$ cat src/hdl/cirp_pkg.sv
// package of constants and types for the interrupt recognition and priority unit
package cirp_pkg;
  // vector types
  localparam logic [7:0] VEC_DIVIDE = 8'h00;
  localparam logic [7:0] VEC_STEP = 8'h01;
  localparam logic [7:0] VEC_NMI = 8'h02;
  // vector table bounds, entry size as a log2 byte shift
  localparam logic [19:0] VEC_TABLE_BASE = 20'h00000;
  localparam logic [19:0] VEC_TABLE_TOP = 20'h003FF;
  localparam int VEC_ENTRY_SHIFT = 2;
  // vectoring step lengths in clocks
  localparam logic [3:0] LEN_IDLE0 = 4'h5;
  localparam logic [3:0] LEN_RD_PTR = 4'h4;
  localparam logic [3:0] LEN_IDLE1 = 4'h5;
  localparam logic [3:0] LEN_RD_SEG = 4'h4;
  localparam logic [3:0] LEN_IDLE2 = 4'h4;
  localparam logic [3:0] LEN_PUSH_FL = 4'h4;
  localparam logic [3:0] LEN_IDLE3 = 4'h3;
  localparam logic [3:0] LEN_PUSH_SEG = 4'h4;
  localparam logic [3:0] LEN_PUSH_PTR = 4'h4;
  localparam logic [3:0] LEN_IDLE4 = 4'h5;
  localparam int VECTOR_TOTAL_CLOCKS = 42;
  // longest instruction, clocks with zero-wait bus
  localparam int LONGEST_INSN_CLOCKS = 69;
  // status word bit positions
  localparam int FLAG_STEP_BIT = 8;
  localparam int FLAG_IE_BIT = 9;
  // register map, byte addresses
  localparam logic [7:0] ADDR_CTRL = 8'h00;
  localparam logic [7:0] ADDR_STATUS = 8'h04;
  localparam logic [7:0] ADDR_VEC = 8'h08;
  localparam logic [7:0] ADDR_COUNT = 8'h0C;
  localparam logic [31:0] CTRL_RESET = 32'h00000000;
  // control register fields
  localparam int CTRL_IE_BIT = 0;
  localparam int CTRL_STEP_BIT = 1;
  localparam int CTRL_SWVEC_EN_BIT = 2;
  localparam logic [1:0] RESP_OKAY = 2'b00;
  localparam logic [1:0] RESP_SLVERR = 2'b10;

  typedef enum logic [10:0] {
    ST_IDLE0 = 11'b00000000001,
    ST_RD_PTR = 11'b00000000010,
    ST_IDLE1 = 11'b00000000100,
    ST_RD_SEG = 11'b00000001000,
    ST_IDLE2 = 11'b00000010000,
    ST_PUSH_FL = 11'b00000100000,
    ST_IDLE3 = 11'b00001000000,
    ST_PUSH_SEG = 11'b00010000000,
    ST_PUSH_PTR = 11'b00100000000,
    ST_IDLE4 = 11'b01000000000,
    ST_READY = 11'b10000000000
  } cirp_state_t;

  typedef enum logic [2:0] {
    BUS_NONE = 3'h0,
    BUS_RD_PTR = 3'h1,
    BUS_RD_SEG = 3'h2,
    BUS_PUSH_FL = 3'h3,
    BUS_PUSH_SEG = 3'h4,
    BUS_PUSH_PTR = 3'h5
  } cirp_bus_op_t;

  // one vectoring bus request
  typedef struct packed {
    cirp_bus_op_t op;
    logic [19:0] addr;
  } cirp_bus_req_t;

  // instruction-boundary report from the execution unit
  typedef struct packed {
    logic boundary;
    logic seg_load;
    logic wait_insn;
    logic numeric_busy;
    logic string_iter;
    logic exc_valid;
    logic [7:0] exc_type;
  } cirp_boundary_t;

  // vector entry byte address: type times four
  function automatic logic [19:0] vec_addr(input logic [7:0] vtype, input logic second);
    vec_addr = VEC_TABLE_BASE + {10'h000, vtype, 2'b00} + (second ? 20'h00002 : 20'h00000);
  endfunction
endpackage

$ cat src/hdl/cirp_core.sv
// interrupt and exception recognition, priority and vectoring sequence
// Behaviour
// - interrupts are taken only at instruction boundaries
// - longest instruction is 69 clocks, bounding recognition delay
// - maskable request ignored while interrupt enable is clear
// - no interrupt recognised while the bus is held by another master
// - no recognition during an established coprocessor numerics transfer
// - segment register load holds off recognition through the next instruction
// - string repeats interruptible between iterations; only last prefix restored
// - wait instruction interruptible, return points back to the wait
// - self-typed vectoring runs fixed ten-step sequence of 42 clocks
// - maskable vector type comes from the interrupt control unit
// - on-chip bus master may use idle slots, stretching the sequence
// - nonmaskable before maskable; maskable waits for enable and top priority
// - at most three vectors per boundary: exception, then nonmaskable, then single step
// - exception vectored first, nonmaskable vector immediately after
// - nonmaskable accepted at any valid boundary, even in exception handler
// - interrupt vectored first, single step immediately after
// - nonmaskable request generates type 2 with no external cycle
// - vectoring pushes flags, clears step and enable, pushes segment and pointer
// - vector table spans 0H to 3FFH, two even words read per entry
// - single step vectoring clears step flag; return restores it
//
// The placing of the registers and the AXI4-Lite slave port were decided locally.
module cirp_core
  import cirp_pkg::*;
#(
  parameter int ADDR_W = 8
) (
  input wire logic aclk,
  input wire logic aresetn,
  input wire logic [ADDR_W-1:0] s_axi_awaddr,
  input wire logic s_axi_awvalid,
  output logic s_axi_awready,
  input wire logic [31:0] s_axi_wdata,
  input wire logic [3:0] s_axi_wstrb,
  input wire logic s_axi_wvalid,
  output logic s_axi_wready,
  output logic [1:0] s_axi_bresp,
  output logic s_axi_bvalid,
  input wire logic s_axi_bready,
  input wire logic [ADDR_W-1:0] s_axi_araddr,
  input wire logic s_axi_arvalid,
  output logic s_axi_arready,
  output logic [31:0] s_axi_rdata,
  output logic [1:0] s_axi_rresp,
  output logic s_axi_rvalid,
  input wire logic s_axi_rready,
  input wire logic nmi_pin,
  input wire logic mask_req,
  input wire logic [7:0] mask_type,
  output logic mask_ack,
  input wire cirp_pkg::cirp_boundary_t bnd,
  input wire logic bus_held,
  input wire logic return_from_interrupt,
  input wire logic [15:0] saved_flags,
  input wire logic bus_slot_busy,
  output cirp_pkg::cirp_bus_req_t bus_req,
  output logic [15:0] flags_out,
  output logic vector_active,
  output logic [7:0] vector_type,
  output logic handler_go
);
  import cirp_pkg::*;

  // address bits must cover the map and fit the 8-bit offsets
  if (ADDR_W < 4 || ADDR_W > 8) begin : g_addr_w_check
    $error("ADDR_W must lie between 4 and 8");
  end

  // nmi pin synchroniser, three stages
  logic nmi_s1_q, nmi_s2_q, nmi_s3_q, nmi_lvl_q;
  always_ff @(posedge aclk) begin
    if (!aresetn) begin
      nmi_s1_q <= 1'b0;
      nmi_s2_q <= 1'b0;
      nmi_s3_q <= 1'b0;
      nmi_lvl_q <= 1'b0;
    end else begin
      nmi_s1_q <= nmi_pin;
      nmi_s2_q <= nmi_s1_q;
      nmi_s3_q <= nmi_s2_q;
      if (nmi_s2_q == nmi_s3_q) begin
        nmi_lvl_q <= nmi_s3_q;
      end
    end
  end
  // rising edge once the last two stages agree
  logic nmi_edge;
  assign nmi_edge = nmi_s2_q && nmi_s3_q && !nmi_lvl_q;

  // state and registers
  cirp_state_t state_q;
  logic [3:0] step_cnt_q;
  logic [15:0] flags_q;
  logic nmi_pend_q, step_pend_q, nmi_chain_q, step_chain_q, seg_hold_q;
  logic [7:0] cur_type_q;
  logic [15:0] vec_count_q;
  logic [7:0] last_mask_type_q;
  logic aw_hit_ctrl;
  // last clock of a vector, not stalled by an on-chip master
  logic seq_end;
  assign seq_end = state_q == ST_IDLE4 && step_cnt_q == 4'h1 && !bus_slot_busy;

  // recognition gating
  logic boundary_ok, take_exc, take_nmi, take_mask, take_step, idle_fsm;
  logic step_trap, step_any;
  assign idle_fsm = state_q == ST_READY;
  // a segment load keeps its own boundary closed, the next one opens
  assign boundary_ok = bnd.boundary && !bus_held && !bnd.numeric_busy && !bnd.seg_load
                       && idle_fsm;
  // trap due after an instruction run with the step flag set
  assign step_trap = bnd.boundary && flags_q[FLAG_STEP_BIT] && !bnd.seg_load && !bnd.wait_insn
                     && idle_fsm;
  assign step_any = step_pend_q || step_trap;
  assign take_exc = boundary_ok && bnd.exc_valid;
  assign take_nmi = boundary_ok && !bnd.exc_valid && (nmi_pend_q || nmi_chain_q);
  assign take_mask = boundary_ok && !bnd.exc_valid && !nmi_pend_q && !nmi_chain_q
                     && mask_req && flags_q[FLAG_IE_BIT];
  assign take_step = boundary_ok && !bnd.exc_valid && !nmi_pend_q && !nmi_chain_q
                     && !take_mask && step_any;
  logic start_vec;
  assign start_vec = take_exc || take_nmi || take_mask || take_step;

  // segment load seen on the last boundary, for status
  always_ff @(posedge aclk) begin
    if (!aresetn) begin
      seg_hold_q <= 1'b0;
    end else if (bnd.boundary) begin
      seg_hold_q <= bnd.seg_load;
    end
  end

  // nmi pending latch: edge sets, acceptance clears, set wins
  always_ff @(posedge aclk) begin
    if (!aresetn) begin
      nmi_pend_q <= 1'b0;
    end else if (nmi_edge) begin
      nmi_pend_q <= 1'b1;
    end else if (take_nmi || (take_exc && nmi_pend_q)) begin
      nmi_pend_q <= 1'b0;
    end
  end

  // chained vectors taken right after the current one
  always_ff @(posedge aclk) begin
    if (!aresetn) begin
      nmi_chain_q <= 1'b0;
      step_chain_q <= 1'b0;
    end else begin
      if (take_exc && nmi_pend_q) begin
        nmi_chain_q <= 1'b1;
      end else if (seq_end && cur_type_q == VEC_NMI) begin
        nmi_chain_q <= 1'b0;
      end
      if ((take_exc || take_nmi || take_mask) && step_any) begin
        step_chain_q <= 1'b1;
      end else if (seq_end && cur_type_q == VEC_STEP) begin
        step_chain_q <= 1'b0;
      end
    end
  end

  // single step trap pending after an instruction run with the step flag
  always_ff @(posedge aclk) begin
    if (!aresetn) begin
      step_pend_q <= 1'b0;
    end else if (step_trap && !start_vec) begin
      step_pend_q <= 1'b1;
    end else if (start_vec) begin
      step_pend_q <= 1'b0;
    end
  end

  // status word: vectoring clears step and enable, return restores
  always_ff @(posedge aclk) begin
    if (!aresetn) begin
      flags_q <= 16'h0000;
    end else if (state_q == ST_PUSH_FL && step_cnt_q == 4'h1) begin
      flags_q[FLAG_STEP_BIT] <= 1'b0;
      flags_q[FLAG_IE_BIT] <= 1'b0;
    end else if (return_from_interrupt) begin
      flags_q <= saved_flags;
    end else if (aw_hit_ctrl) begin
      flags_q[FLAG_IE_BIT] <= s_axi_wdata[CTRL_IE_BIT];
      flags_q[FLAG_STEP_BIT] <= s_axi_wdata[CTRL_STEP_BIT];
    end
  end

  // vector type capture
  always_ff @(posedge aclk) begin
    if (!aresetn) begin
      cur_type_q <= VEC_DIVIDE;
      last_mask_type_q <= 8'h00;
    end else if (take_exc) begin
      cur_type_q <= bnd.exc_type;
    end else if (take_nmi) begin
      cur_type_q <= VEC_NMI;
    end else if (take_mask) begin
      cur_type_q <= mask_type;
      last_mask_type_q <= mask_type;
    end else if (take_step) begin
      cur_type_q <= VEC_STEP;
    end else if (seq_end) begin
      if (nmi_chain_q && cur_type_q != VEC_NMI) begin
        cur_type_q <= VEC_NMI;
      end else if (step_chain_q && cur_type_q != VEC_STEP) begin
        cur_type_q <= VEC_STEP;
      end
    end
  end

  // vectoring sequence state machine
  function automatic logic [3:0] len_of(input cirp_state_t s);
    case (s)
      ST_IDLE0: len_of = LEN_IDLE0;
      ST_RD_PTR: len_of = LEN_RD_PTR;
      ST_IDLE1: len_of = LEN_IDLE1;
      ST_RD_SEG: len_of = LEN_RD_SEG;
      ST_IDLE2: len_of = LEN_IDLE2;
      ST_PUSH_FL: len_of = LEN_PUSH_FL;
      ST_IDLE3: len_of = LEN_IDLE3;
      ST_PUSH_SEG: len_of = LEN_PUSH_SEG;
      ST_PUSH_PTR: len_of = LEN_PUSH_PTR;
      ST_IDLE4: len_of = LEN_IDLE4;
      default: len_of = 4'h1;
    endcase
  endfunction

  logic is_idle_slot;
  assign is_idle_slot = state_q == ST_IDLE0 || state_q == ST_IDLE1 || state_q == ST_IDLE2
                        || state_q == ST_IDLE3 || state_q == ST_IDLE4;
  logic chain_more;
  assign chain_more = (nmi_chain_q && cur_type_q != VEC_NMI)
                      || (step_chain_q && cur_type_q != VEC_STEP);

  cirp_state_t next_state;
  always_comb begin
    case (state_q)
      ST_IDLE0: next_state = ST_RD_PTR;
      ST_RD_PTR: next_state = ST_IDLE1;
      ST_IDLE1: next_state = ST_RD_SEG;
      ST_RD_SEG: next_state = ST_IDLE2;
      ST_IDLE2: next_state = ST_PUSH_FL;
      ST_PUSH_FL: next_state = ST_IDLE3;
      ST_IDLE3: next_state = ST_PUSH_SEG;
      ST_PUSH_SEG: next_state = ST_PUSH_PTR;
      ST_PUSH_PTR: next_state = ST_IDLE4;
      ST_IDLE4: next_state = chain_more ? ST_IDLE0 : ST_READY;
      default: next_state = ST_READY;
    endcase
  end

  always_ff @(posedge aclk) begin
    if (!aresetn) begin
      state_q <= ST_READY;
      step_cnt_q <= 4'h1;
    end else if (state_q == ST_READY) begin
      if (start_vec) begin
        state_q <= ST_IDLE0;
        step_cnt_q <= LEN_IDLE0;
      end
    end else if (is_idle_slot && bus_slot_busy) begin
      step_cnt_q <= step_cnt_q;
    end else if (step_cnt_q == 4'h1) begin
      state_q <= next_state;
      step_cnt_q <= len_of(next_state);
    end else begin
      step_cnt_q <= step_cnt_q - 4'h1;
    end
  end

  // bus requests of the sequence
  always_ff @(posedge aclk) begin
    if (!aresetn) begin
      bus_req <= '{op: BUS_NONE, addr: 20'h00000};
    end else begin
      case (state_q)
        ST_RD_PTR: bus_req <= '{op: BUS_RD_PTR, addr: vec_addr(cur_type_q, 1'b0)};
        ST_RD_SEG: bus_req <= '{op: BUS_RD_SEG, addr: vec_addr(cur_type_q, 1'b1)};
        ST_PUSH_FL: bus_req <= '{op: BUS_PUSH_FL, addr: 20'h00000};
        ST_PUSH_SEG: bus_req <= '{op: BUS_PUSH_SEG, addr: 20'h00000};
        ST_PUSH_PTR: bus_req <= '{op: BUS_PUSH_PTR, addr: 20'h00000};
        default: bus_req <= '{op: BUS_NONE, addr: 20'h00000};
      endcase
    end
  end

  // handshake and status outputs
  always_ff @(posedge aclk) begin
    if (!aresetn) begin
      mask_ack <= 1'b0;
      vector_active <= 1'b0;
      vector_type <= 8'h00;
      handler_go <= 1'b0;
      flags_out <= 16'h0000;
      vec_count_q <= 16'h0000;
    end else begin
      mask_ack <= take_mask;
      vector_active <= !idle_fsm;
      vector_type <= cur_type_q;
      handler_go <= seq_end && !chain_more;
      flags_out <= flags_q;
      if (seq_end) begin
        vec_count_q <= vec_count_q + 16'h0001;
      end
    end
  end

  // axi4-lite slave: write, readies for one cycle, response after both are taken
  logic wr_offer;
  logic wr_take;
  assign wr_offer = s_axi_awvalid && s_axi_wvalid && !s_axi_awready && !s_axi_bvalid;
  assign wr_take = s_axi_awvalid && s_axi_wvalid && s_axi_awready;
  assign aw_hit_ctrl = wr_take && s_axi_awaddr == ADDR_CTRL[ADDR_W-1:0] && s_axi_wstrb[0];
  always_ff @(posedge aclk) begin
    if (!aresetn) begin
      s_axi_awready <= 1'b0;
      s_axi_wready <= 1'b0;
      s_axi_bvalid <= 1'b0;
      s_axi_bresp <= RESP_OKAY;
    end else begin
      s_axi_awready <= wr_offer;
      s_axi_wready <= wr_offer;
      if (wr_take) begin
        s_axi_bvalid <= 1'b1;
        s_axi_bresp <= s_axi_awaddr == ADDR_CTRL[ADDR_W-1:0] ? RESP_OKAY : RESP_SLVERR;
      end else if (s_axi_bready) begin
        s_axi_bvalid <= 1'b0;
      end
    end
  end

  // axi4-lite slave: read
  always_ff @(posedge aclk) begin
    if (!aresetn) begin
      s_axi_arready <= 1'b0;
      s_axi_rvalid <= 1'b0;
      s_axi_rdata <= 32'h00000000;
      s_axi_rresp <= RESP_OKAY;
    end else begin
      s_axi_arready <= s_axi_arvalid && !s_axi_rvalid && !s_axi_arready;
      if (s_axi_arvalid && s_axi_arready) begin
        s_axi_rvalid <= 1'b1;
        s_axi_rresp <= RESP_OKAY;
        case (s_axi_araddr)
          ADDR_CTRL[ADDR_W-1:0]: s_axi_rdata <= {30'h0, flags_q[FLAG_STEP_BIT], flags_q[FLAG_IE_BIT]};
          ADDR_STATUS[ADDR_W-1:0]: s_axi_rdata <= {16'h0, state_q == ST_READY, 2'b00,
                                     nmi_pend_q, step_pend_q, nmi_chain_q, step_chain_q,
                                     seg_hold_q, cur_type_q};
          ADDR_VEC[ADDR_W-1:0]: s_axi_rdata <= {24'h0, last_mask_type_q};
          ADDR_COUNT[ADDR_W-1:0]: s_axi_rdata <= {16'h0, vec_count_q};
          default: begin
            s_axi_rdata <= 32'h00000000;
            s_axi_rresp <= RESP_SLVERR;
          end
        endcase
      end else if (s_axi_rready) begin
        s_axi_rvalid <= 1'b0;
      end
    end
  end
endmodule // cirp_core

$ cat config.mk
export PLATFORM = sky130hd
export DESIGN_NAME = cirp_core
export DESIGN_NICKNAME = d
export VERILOG_FILES = /design/src/hdl/cirp_pkg.sv /design/src/hdl/cirp_core.sv
export SDC_FILE = /design/constraint.sdc
export NUM_CORES = 1
export LEC_CHECK = 0
export BUFFER_PORTS_ARGS = -buffer_cell sky130_fd_sc_hd__buf_2
export CAP_MARGIN = 20
export CORE_UTILIZATION = 40
export DETAILED_ROUTE_END_ITERATION = 8
export HOLD_SLACK_MARGIN = 0.05
export PLACE_DENSITY = 0.65
export SKIP_CTS_REPAIR_TIMING = 1
export SLEW_MARGIN = 5
export SYNTH_ARGS = -nofsm -noshare
export SYNTH_HDL_FRONTEND = slang
export SYNTH_SLANG_ARGS = --single-unit
$ cat constraint.sdc
create_clock -name aclk -period 2.65 [get_ports aclk]
set_input_delay 0 -clock aclk [delete_from_list [all_inputs] [get_ports aclk]]
set_output_delay 0 -clock aclk [all_outputs]
set_load 0.005 [all_outputs]
After elaboration in Yosys (flattened, before gate mapping)
Index checks and enable logic that the tools add are counted.
Widths: inputs -> output; s select.
Word-level totals
  output and inout bits: 91
  flip-flop bits (word level): 162
  input port bits: 102
Cells by class
  bitwise logic cells: 4
  reduce and logical (&&, ||, !) cells: 89
  equal/unequal tests: 32
  add/sub/neg operators: 3
  muxes and demuxes: 36
Operator list (count)
  $pmux 23 s5: 1
  $pmux 11 s10: 1
  $pmux 16 s4: 1
  $mux 8: 7
  $mux 11: 5
  $logic_and 1x1->1: 40
  $eq 11x1->1 const B: 2
  $eq 11x10->1 const B: 2
  $eq 11x2->1 const B: 2
  $eq 11x3->1 const B: 2
  $eq 11x4->1 const B: 2
  $eq 11x5->1 const B: 2
  $eq 11x6->1 const B: 2
  $eq 11x7->1 const B: 2
  $eq 11x8->1 const B: 2
  $eq 11x9->1 const B: 2
  $logic_not 1->1: 17
  $add 16x1->16 const B: 1
  $eq 8x4->1 const B: 2
  $logic_not 8->1: 2
  $mux 4: 4
  $reduce_bool 2->1: 8
  $mux 1: 12
  $add 10x2->11 const B: 1
  23 further kinds: 42

Depth between registers and ports, before layout
Gate-level depths: netlist of the first run.
  depth after elaboration: 17
  gate-level depth with buffers: 9

Worst setup path before layout of the first run
OpenSTA, ideal clock, no wires.
  kind: reg2reg
  start: reg state_q[1]
  end: reg state_q[5]
  path buffers: 3
  data required time: 2.522 ns
  library setup time: 0.128 ns
  period minus slack after synthesis: 2.298 ns
  cell stages (with the launch flop): 10
  slack: 0.352 ns
  data arrival time: 2.170 ns
  path through: dfxtp_1 buf_6 or4_4 nor4_4 nand3b_4 a22o_1 buf_6 buf_6 nand3_1 o41ai_2
Between the ends
  word-level cells in the longest chain between the ends: 13
  elaborated cells on any way between the ends: 40
  those cells by class: 13 x eq/ne; 4 x mux; 23 x reduce/logical
RTL lines
  from (decl): RTL line cirp_core.sv:93  | cirp_state_t state_q;
  from (signal assigned): RTL line cirp_core.sv:266  | state_q <= next_state;
  $eq 11x11->1: RTL line cirp_core.sv:108, cirp_core.sv:258
  $logic_and 1x1->1: RTL line cirp_core.sv:111  | && idle_fsm;
  $logic_and 1x1->1: RTL line cirp_core.sv:117, cirp_core.sv:118, cirp_core.sv:120
  $logic_and 1x1->1 (2 in series): RTL line cirp_core.sv:118, cirp_core.sv:120
  $logic_and 1x1->1 (2 in series): RTL line cirp_core.sv:119  | && mask_req && flags_q[FLAG_IE_BIT];
  $logic_not 1->1: RTL line cirp_core.sv:121  | && !take_mask && step_any;
  $logic_and 1x1->1 (2 in series): RTL line cirp_core.sv:121
  $logic_or 1x1->1: RTL line cirp_core.sv:123  | assign start_vec = take_exc || take_nmi || take_mask || take_step;
  $ne 2x1->1 (no line)
  $reduce_and 3->1 (no line)
Parallel ways exist; a longest one is shown, timed or not. The select of a mux whose other input is x is not followed.
A chain may end at the register's enable or synchronous reset.

Worst setup path in the final report of the first run
Same ends and word-level chain as after synthesis.

==> summary.md, run 1 <==
| Metric | Value |
|---|---|
| Leak Pwr | between 0.003 and 0.004 uW |
| Pwr/cell area | between 700 and 800 mW/mm^2 |
| Root Driver | clkbuf_16 |
| Crit path cell chain | or4_4, nor4_4, nand3b_4, a22o_1, o41ai_2 |
| Sequential fraction of the synthesis area | 0.459 |
| RSZ-0062 raised after global routing | no |
| Total power | 5430 uW |
| H-tree depth | 4 |
| Worst EP arrival | around 2.8 ns |
| Max FO, Critical Path | 18 |
| FP Rows | 43 |
| Critical Path Start Type | register |
| CTS Buf Count | 17 |
| CP endpoint kind | register |
| Flop pwr share | 0.393 |
| Maximum VDD drop | 0.491 mV |
| Syn_area_per_cell | just under 9 sq um |
| Logic gate share of total power | 0.166 |
| Yosys top cell area share | 0.459 |
| Final ANT Viol Nets | 0 |
| Placed Cells | roughly 940 |
| Worst-path clk slew | around 0.060 ns |
| Hold Startpoint | s_axi_wstrb[0] |
| Post-DR wirelength/cell | between 15 and 20 um |
| GPL Wtd Cong | around 0.87 |
| Global-route wire length before repair | about 23 mm |
| IO Pins | 193 |
| CP max-delay cell | or4_4 |
| Crit-path max cell delay | 0.60 ns |
| Syn Std Cell Area | approximately 0.0058 sq mm |
| DRC | 0 |
| Area contributors post-synth | dfxtp_1 (46%), a21oi_1 (5.0%), nand2_1 (4.7%) |
| Fin. max-slew vios | 0 |
| Count of cell types in the netlist | 66 |
| Most used flip-flop cell after synthesis | dfxtp_1 |
| Die Height | roughly 120 um |
| Max Root-Sink Buffers | 2 |
| Die W | about 120 um |
| Post-DR vias/cell | approximately 5.2 |
| Min Tclk post-route | 2.46 ns |
| Core area | around 0.014 sq mm |
| Final WS setup | roughly 0.19 ns |
| Largest net degree at the start of global routing | 34 |
| Top delay family on crit path | simple AND/OR/NAND/NOR gates |
| Fraction of final layout cells sized beyond drive strength 1 | 0.249 |
| R2R Setup Slk | 0.19 ns |
| Final net count | slightly above 900 |
| Initial antenna violation count | 0 |
| Area of the die | between 0.01 and 0.015 sq mm |
| Worst slew pin tran | between 0.9 and 1 ns |
| Largest area contributor in the netlist | dfxtp_1 |
| Final Hold Fails | 0 |
| Worst hold path depth | 4 |
| Cell Int Power | a little under 4000 uW |
| Total global routing overflow | 0 |
| NetSw | ~1500 uW |
| EDFF count, synth | 0 |
| Vias in the first global route | about 4800 |
| Ys Warns | 0 |
| Detailed placement HPWL | 10.8 mm |
| Setup CP Type | reg -> reg |
| Data required time of the worst path | approximately 3.0 ns |
| Cells after Synth | around 650 |
| CTS Sinks | between 100 and 150 |
| Reg2reg start | state_q[1] |
| Worst slack, placed | 0.216 ns |
| Sw frac | 0.267 |
| Relative slew slack | 0.392 |
| GRT Total Usage | 0.202 |
| Worst R2R Path Depth | 5 |
| Status | completed |
| Clock power share | 0.441 |
| Buf/Inv on CP | 0 |
| Vias post-DR | approximately 5300 |
| CTS tree | built |
| Clk_lat worst skew | around 0.41 ns |
| Antenna cell count | 0 |
| Clk_skew | just under 0.01 ns |
| First DRT Iteration DRCs | around 410 |
| Setup-failing EPs final | 0 |
| Final Cycle Share | 0.928 |
| Max Clock Freq | ~0.41 GHz |
| Ys async rst share | 0 |
| Syn-to-layout area delta | 30.0% |
| Yosys reg bits | approximately 130 |
| Hold Crit Endpoint | flags_q[9] |
| Starting density of the core | 0.414 |
| Final cell count without fillers | 1017 |
| Drt total wl | around 15 mm |
| Core Util, Final | 0.539 |
| # port buffers | between 100 and 150 |
| Hold WC Path Type | in -> reg |
| Setup TNS | 0 ns |
| First-pass DRT Iterations | 5 |
| Critical R2R Capture | state_q[5] |
| Max-Cap Viols | 0 |
[placed cells by master (no fill, tap or decap), types with 8 or more instances in the layout]
cell / Yosys / final
a21oi_1: 58 / 58
a22oi_1: 15 / 15
and2_1: 35 / 35
buf_2: 2 / 129
buf_4: 34 / 21
clkbuf_16: 0 / 17
conb_1: 1 / 29
dfxtp_1: 133 / 133
dlygate4sd3_1: 0 / 45
inv_1: 8 / 8
mux2i_1: 10 / 10
nand2_1: 73 / 73
nand3_1: 31 / 31
nand4_1: 13 / 13
nor2_1: 51 / 51
nor3_1: 17 / 17
o21ai_0: 23 / 23
or3_1: 11 / 11
[worst reg2reg max path: stages (launching register included)]
cell and delay [ns]:
dfxtp_1 0.40, or4_4 0.60, nor4_4 0.36, nand3b_4 0.16, a22o_1 0.46, o41ai_2 0.40
[worst max-delay path by stage]
stage          slack (ns)  cells after the start          to        from
6_report             0.19                      5  state_q[5]  state_q[1]
5_1_grt              0.09                      5  state_q[5]  state_q[1]
4_1_cts              0.21                      5  state_q[5]  state_q[1]
3_5_place_dp         0.22                      5  state_q[5]  state_q[1]
3_3_place_gp         0.30                      5  state_q[5]  state_q[1]
2_1_floorplan        0.35                      9  state_q[5]  state_q[1]
[stage by stage]
stage          hold slack (ns)  instance area [sq um]
3_5_place_dp             0.221                   6480
4_1_cts                 -0.207                   7090
6_report                0.0156                   7540
5_1_grt                 0.0544                   7540
3_3_place_gp             0.217                   6480
2_1_floorplan            0.119                   5900
[power groups by stage]
stage	Sequential, uW	Combinational (uW)	Clock, uW
finish	2130	903	2390
global route	2140	991	2510
CTS	2130	840	2420
detailed placement	2170	838	0
global placement	2170	821	0
floorplan	2150	660	0
[per-layer routing]
| metal | routed length (um) | global-route usage | part of all wire | vias up |
|---|---|---|---|---|
| met2 | 7350 | 0.337 | 0.48 | 222 |
| met5 | 0 | 0 | 0 | - |
| met1 | 6590 | 0.245 | 0.43 | 2473 |
| met3 | 1140 | 0.0567 | 0.074 | 17 |
| met4 | 247 | 0.0747 | 0.016 | 0 |
| li1 | - | - | - | 2576 |
[cell families (layout without fill, tap and decap cells)]
logic type	after synthesis	count (layout)	share of synthesized area
buffers and inverters	78	235	0.0844
XOR/XNOR	11	11	0.0166
multiplexers	18	18	0.0367
AO/OA/AOI/OAI	129	129	0.138
AND/OR/NAND/NOR	278	278	0.256
flip-flops	133	133	0.459
other	1	29	0.000647
adder cells (fa/ha/maj)	4	4	0.00863
[final cells by class]
type                    instances  area (sq um)
clock buffers                  19           453
flip-flops and latches        133          2660
well taps                     180           225
clock inverters                12           153
fillers                      1255          6450
inverters                       9          33.8
repair buffers                195          1250
multi-input cells             469          2760
[flip-flops by register name (all words and copies together) (netlist names), 4 cells and up]
signal	flops
s_axi_rdata	16
step_cnt_q	4
bus_req	12
cur_type_q	8
vec_count_q	16
vector_type	8
state_q	11
flags_out	16
flags_q	16
last_mask_type_q	8
[synthesized netlist by cell type, types with 5 or more instances]
master	count
dfxtp_1	133
nand4_1	13
nand3_1	31
buf_6	6
nor2_1	51
nor3_1	17
or3_1	11
nor2b_1	5
and2_1	35
a22o_1	7
o21ai_0	23
clkbuf_1	21
o31ai_1	7
and3_1	5
xor2_1	7
nand2_1	73
mux2i_1	10
buf_4	34
mux2_2	6
a22oi_1	15
inv_1	8
a21oi_1	58
(Power assumes the default switching activity.)
==> run 2, diff against run 1 <==
--- a/config.mk
+++ b/config.mk
@@ -5,10 +5,12 @@
 export SDC_FILE = /design/constraint.sdc
 export NUM_CORES = 1
 export LEC_CHECK = 0
+export ABC_AREA = 1
 export BUFFER_PORTS_ARGS = -buffer_cell sky130_fd_sc_hd__buf_2
 export CAP_MARGIN = 20
 export CORE_UTILIZATION = 40
 export DETAILED_ROUTE_END_ITERATION = 8
+export GPL_TIMING_DRIVEN = 0
 export HOLD_SLACK_MARGIN = 0.05
 export PLACE_DENSITY = 0.65
 export SKIP_CTS_REPAIR_TIMING = 1
==> run 2 against run 1 <==
Against the previous run: the flow now finishes with violations (negative hold slack); clock power is 2% lower; routed wire length up 5.7%; maximum frequency is 18% higher; first-iteration DRC count decreased by 19%; clock-buffer cell count rose by 2; critical path depth up 2; largest cell class is now sequential cells.
==> summary.md, run 2 <==
| Metric | Value |
|---|---|
| Status | finished, violations left |
| Failing checks | negative hold slack |
| Hold WC Path Type | in -> reg |
| Final WS setup | approximately 0.57 ns |
| Final ANT Viol Nets | 0 |
| CTS Buf Count | 17 |
| Largest net degree at the start of global routing | 17 |
| Worst slack, placed | approximately 0.58 ns |
| Worst-path clk slew | 0.06 ns |
| Cells after Synth | about 800 |
| Fin. max-slew vios | 0 |
| Max-Cap Viols | 0 |
| Worst setup path endpoint | vec_count_q[10] |
| CTS tree | built |
| Core area | ~0.014 sq mm |
| Clk_skew | roughly 0.014 ns |
| Syn-to-layout area delta | 34.9% |
| Data required time of the worst path | between 2 and 3 ns |
| # port buffers | ~130 |
| Reg2reg start | vec_count_q[0] |
| Maximum VDD drop | 0.440 mV |
| Root Driver | clkbuf_16 |
| Post-DR vias/cell | about 4.7 |
| Hold_ws | -0.0194 ns |
| Max Clock Freq | slightly below 0.5 GHz |
| Count of cell types in the netlist | 42 |
| Setup-failing EPs final | 0 |
| Number of stages on the worst setup path | 7 |
| First DRT Iteration DRCs | roughly 340 |
| Syn Std Cell Area | between 0.005 and 0.006 sq mm |
| Area of the die | between 0.015 and 0.02 sq mm |
| Yosys reg bits | 133 |
| Min Tclk post-route | between 2 and 2.5 ns |
| DRC | 0 |
| Drt total wl | 16.2 mm |
| Xor/xnor cell area share of the yosys netlist | 0.00895 |
| Filler cells | around 1400 |
| Final cell count without fillers | 1239 |
| RSZ-0062 raised after global routing | no |
| Final instance area | ~0.008 sq mm |
| Setup TNS | 0 ns |
| Post-synthesis compound-gate area fraction | 0.0910 |
| GPL Wtd Cong | 0.911 |
| Post-DR wirelength/cell | about 13 um |
| CP max-delay cell | nor4_1 |
| H-tree depth | 4 |
| Ys Warns | 0 |
| Post-synthesis mux area share | 0 |
| Top delay family on crit path | simple AND/OR/NAND/NOR gates |
| Global-route wire length before repair | around 24 mm |
| Synth Area in Simple Gates | 0.308 |
| Crit path cell chain | ha_1, inv_1, nor4_1, nand4_1, nor2_2, a21oi_1, o21a_1 |
| Total global routing overflow | 0 |
| Worst slew pin tran | approximately 0.70 ns |
| Beginning of the critical path | vec_count_q[0] |
| FP Rows | 43 |
| First-pass DRT Iterations | 5 |
| Most used flip-flop cell after synthesis | dfxtp_1 |
| Final Hold Fails | 1 |
| Die W | approximately 120 um |
| Max Root-Sink Buffers | 2 |
| Clk_lat worst skew | 0.43 ns |
| Relative slew slack | 0.535 |
| Fraction of final layout cells sized beyond drive strength 1 | 0.211 |
| Vias post-DR | 5805 |
| Starting density of the core | 0.417 |
| Worst EP arrival | around 2.4 ns |
| Multi-input logic area | 0.00256 sq mm |
| Register area | 0.00266 sq mm |
| Critical Path Start Type | register |
| Placed Cells | 1158 |
| EDFF count, synth | 0 |
| Most frequent cells in the layout | nand2_1 (218), dfxtp_1 (133), buf_2 (131) |
| Max FO, Critical Path | 6 |
| Final Cycle Share | 0.785 |
| Initial antenna violation count | 1 |
| Ys async rst share | 0 |
| Synth Area in Adders | 0.00852 |
| Crit-path max cell delay | 0.55 ns |
| R2R Setup Slk | 0.57 ns |
| Largest area contributor in the netlist | dfxtp_1 |
| Setup CP Type | reg -> reg |
| Syn_area_per_cell | a little over 7 sq um |
| Commonest non-fill, non-tap cell in the layout | nand2_1 |
| Total power | 5160 uW |
| Worst R2R Path Depth | 7 |
| Critical R2R Capture | vec_count_q[10] |
| Main combinational cell family by area after synthesis | simple AND/OR/NAND/NOR gates |
| CTS Sinks | 133 |
| Most common cell in the netlist | nand2_1 |
| Pwr/cell area | roughly 650 mW/mm^2 |
| Sequential fraction of the synthesis area | 0.453 |
| GRT Total Usage | 0.213 |
| Vias in the first global route | 5040 |
| Die Height | roughly 120 um |
| Leak Pwr | 0.00400 uW |
| IO Pins | roughly 190 |
| Yosys top cell area share | 0.453 |
| Area contributors post-synth | dfxtp_1 (45%), nand2_1 (14%), inv_1 (6.8%) |
| Most frequent cells after synthesis | nand2_1 (218), dfxtp_1 (133), inv_1 (107), nor2_1 (87), nand3_1 (50) |
| CP endpoint kind | register |
| Final net count | 1151 |
| Placed Area | 0.00684 sq mm |
| Detailed placement HPWL | 11.6 mm |
| Buf/Inv on CP | 1 |
==> run 2: changes by cell type in the layout (fill, tap and decap cells not counted), sizes merged, moves of 7 or more <==
cell / change
nand2: +150
inv: +105
nor2: +42
and2: -37
nand3: +22
buf: +19
a22oi: -15
a21oi: -14
clkbuf: +14
or3: -12
mux2i: -10
o21ai: +8
a22o: -7
o31ai: -7
==> run 2: power by group <==
group	switching [uW]	internal [uW]	total, uW
Clock	889	1460	2350
Sequential	42.2	2070	2110
Combinational	430	274	705
Total	1360	3800	5160
==> run 2: cell type report <==
class / count / share of cell area
Antenna cell: 1 / 0.000316
Buffer: 53 / 0.0417
Clock buffer: 21 / 0.0594
Clock inverter: 11 / 0.0158
Inverter: 114 / 0.0540
Multi-Input combinational cell: 550 / 0.323
Sequential cell: 133 / 0.336
Tap cell: 180 / 0.0284
Timing Repair Buffer: 176 / 0.142
==> run 2: worst min-delay path by stage <==
stage	depth (start not counted)	from	to	slack, ns
after detailed placement	3	nmi_pin	nmi_s1_q	0.20
after floorplan	2	nmi_pin	nmi_s1_q	0.1
final	3	s_axi_awaddr[4]	s_axi_bresp[1]	-0.02
after global placement	3	nmi_pin	nmi_s1_q	0.19
after global routing	6	bnd[11]	step_pend_q	0.07
after CTS	3	nmi_pin	nmi_s1_q	-0.24
==> run 2: cell families after synthesis <==
group	after synthesis
AO/OA/AOI/OAI	96
buffers and inverters	167
other	1
AND/OR/NAND/NOR	415
flip-flops	133
adder cells (fa/ha/maj)	4
XOR/XNOR	6
==> run 2: layer usage <==
metal | vias up | wire (um) | global-route usage
met2 | 157 | 7900 | 0.354
met5 | - | 0 | 0
met3 | 20 | 935 | 0.0563
li1 | 2993 | - | -
met1 | 2635 | 7110 | 0.264
met4 | 0 | 263 | 0.0783
==> run 2: worst register-to-register path, delay by kind of cell (launching register included) <==
family / cells / cell delay [ns]
buffers and inverters: 1 / 0.06
and+or+nand+nor: 3 / 1.04
AOI/OAI and AO/OA: 2 / 0.23
DFF: 1 / 0.43
adders and majority gates: 1 / 0.22
==> run 2: stage by stage <==
| stage | util | hold slack (ns) |
|---|---|---|
| 3_3_place_gp | 0.485 | 0.185 |
| 5_1_grt | 0.562 | 0.0679 |
| 2_1_floorplan | - | 0.0976 |
| 4_1_cts | 0.528 | -0.240 |
| 3_5_place_dp | 0.485 | 0.197 |
| 6_report | 0.562 | -0.0194 |
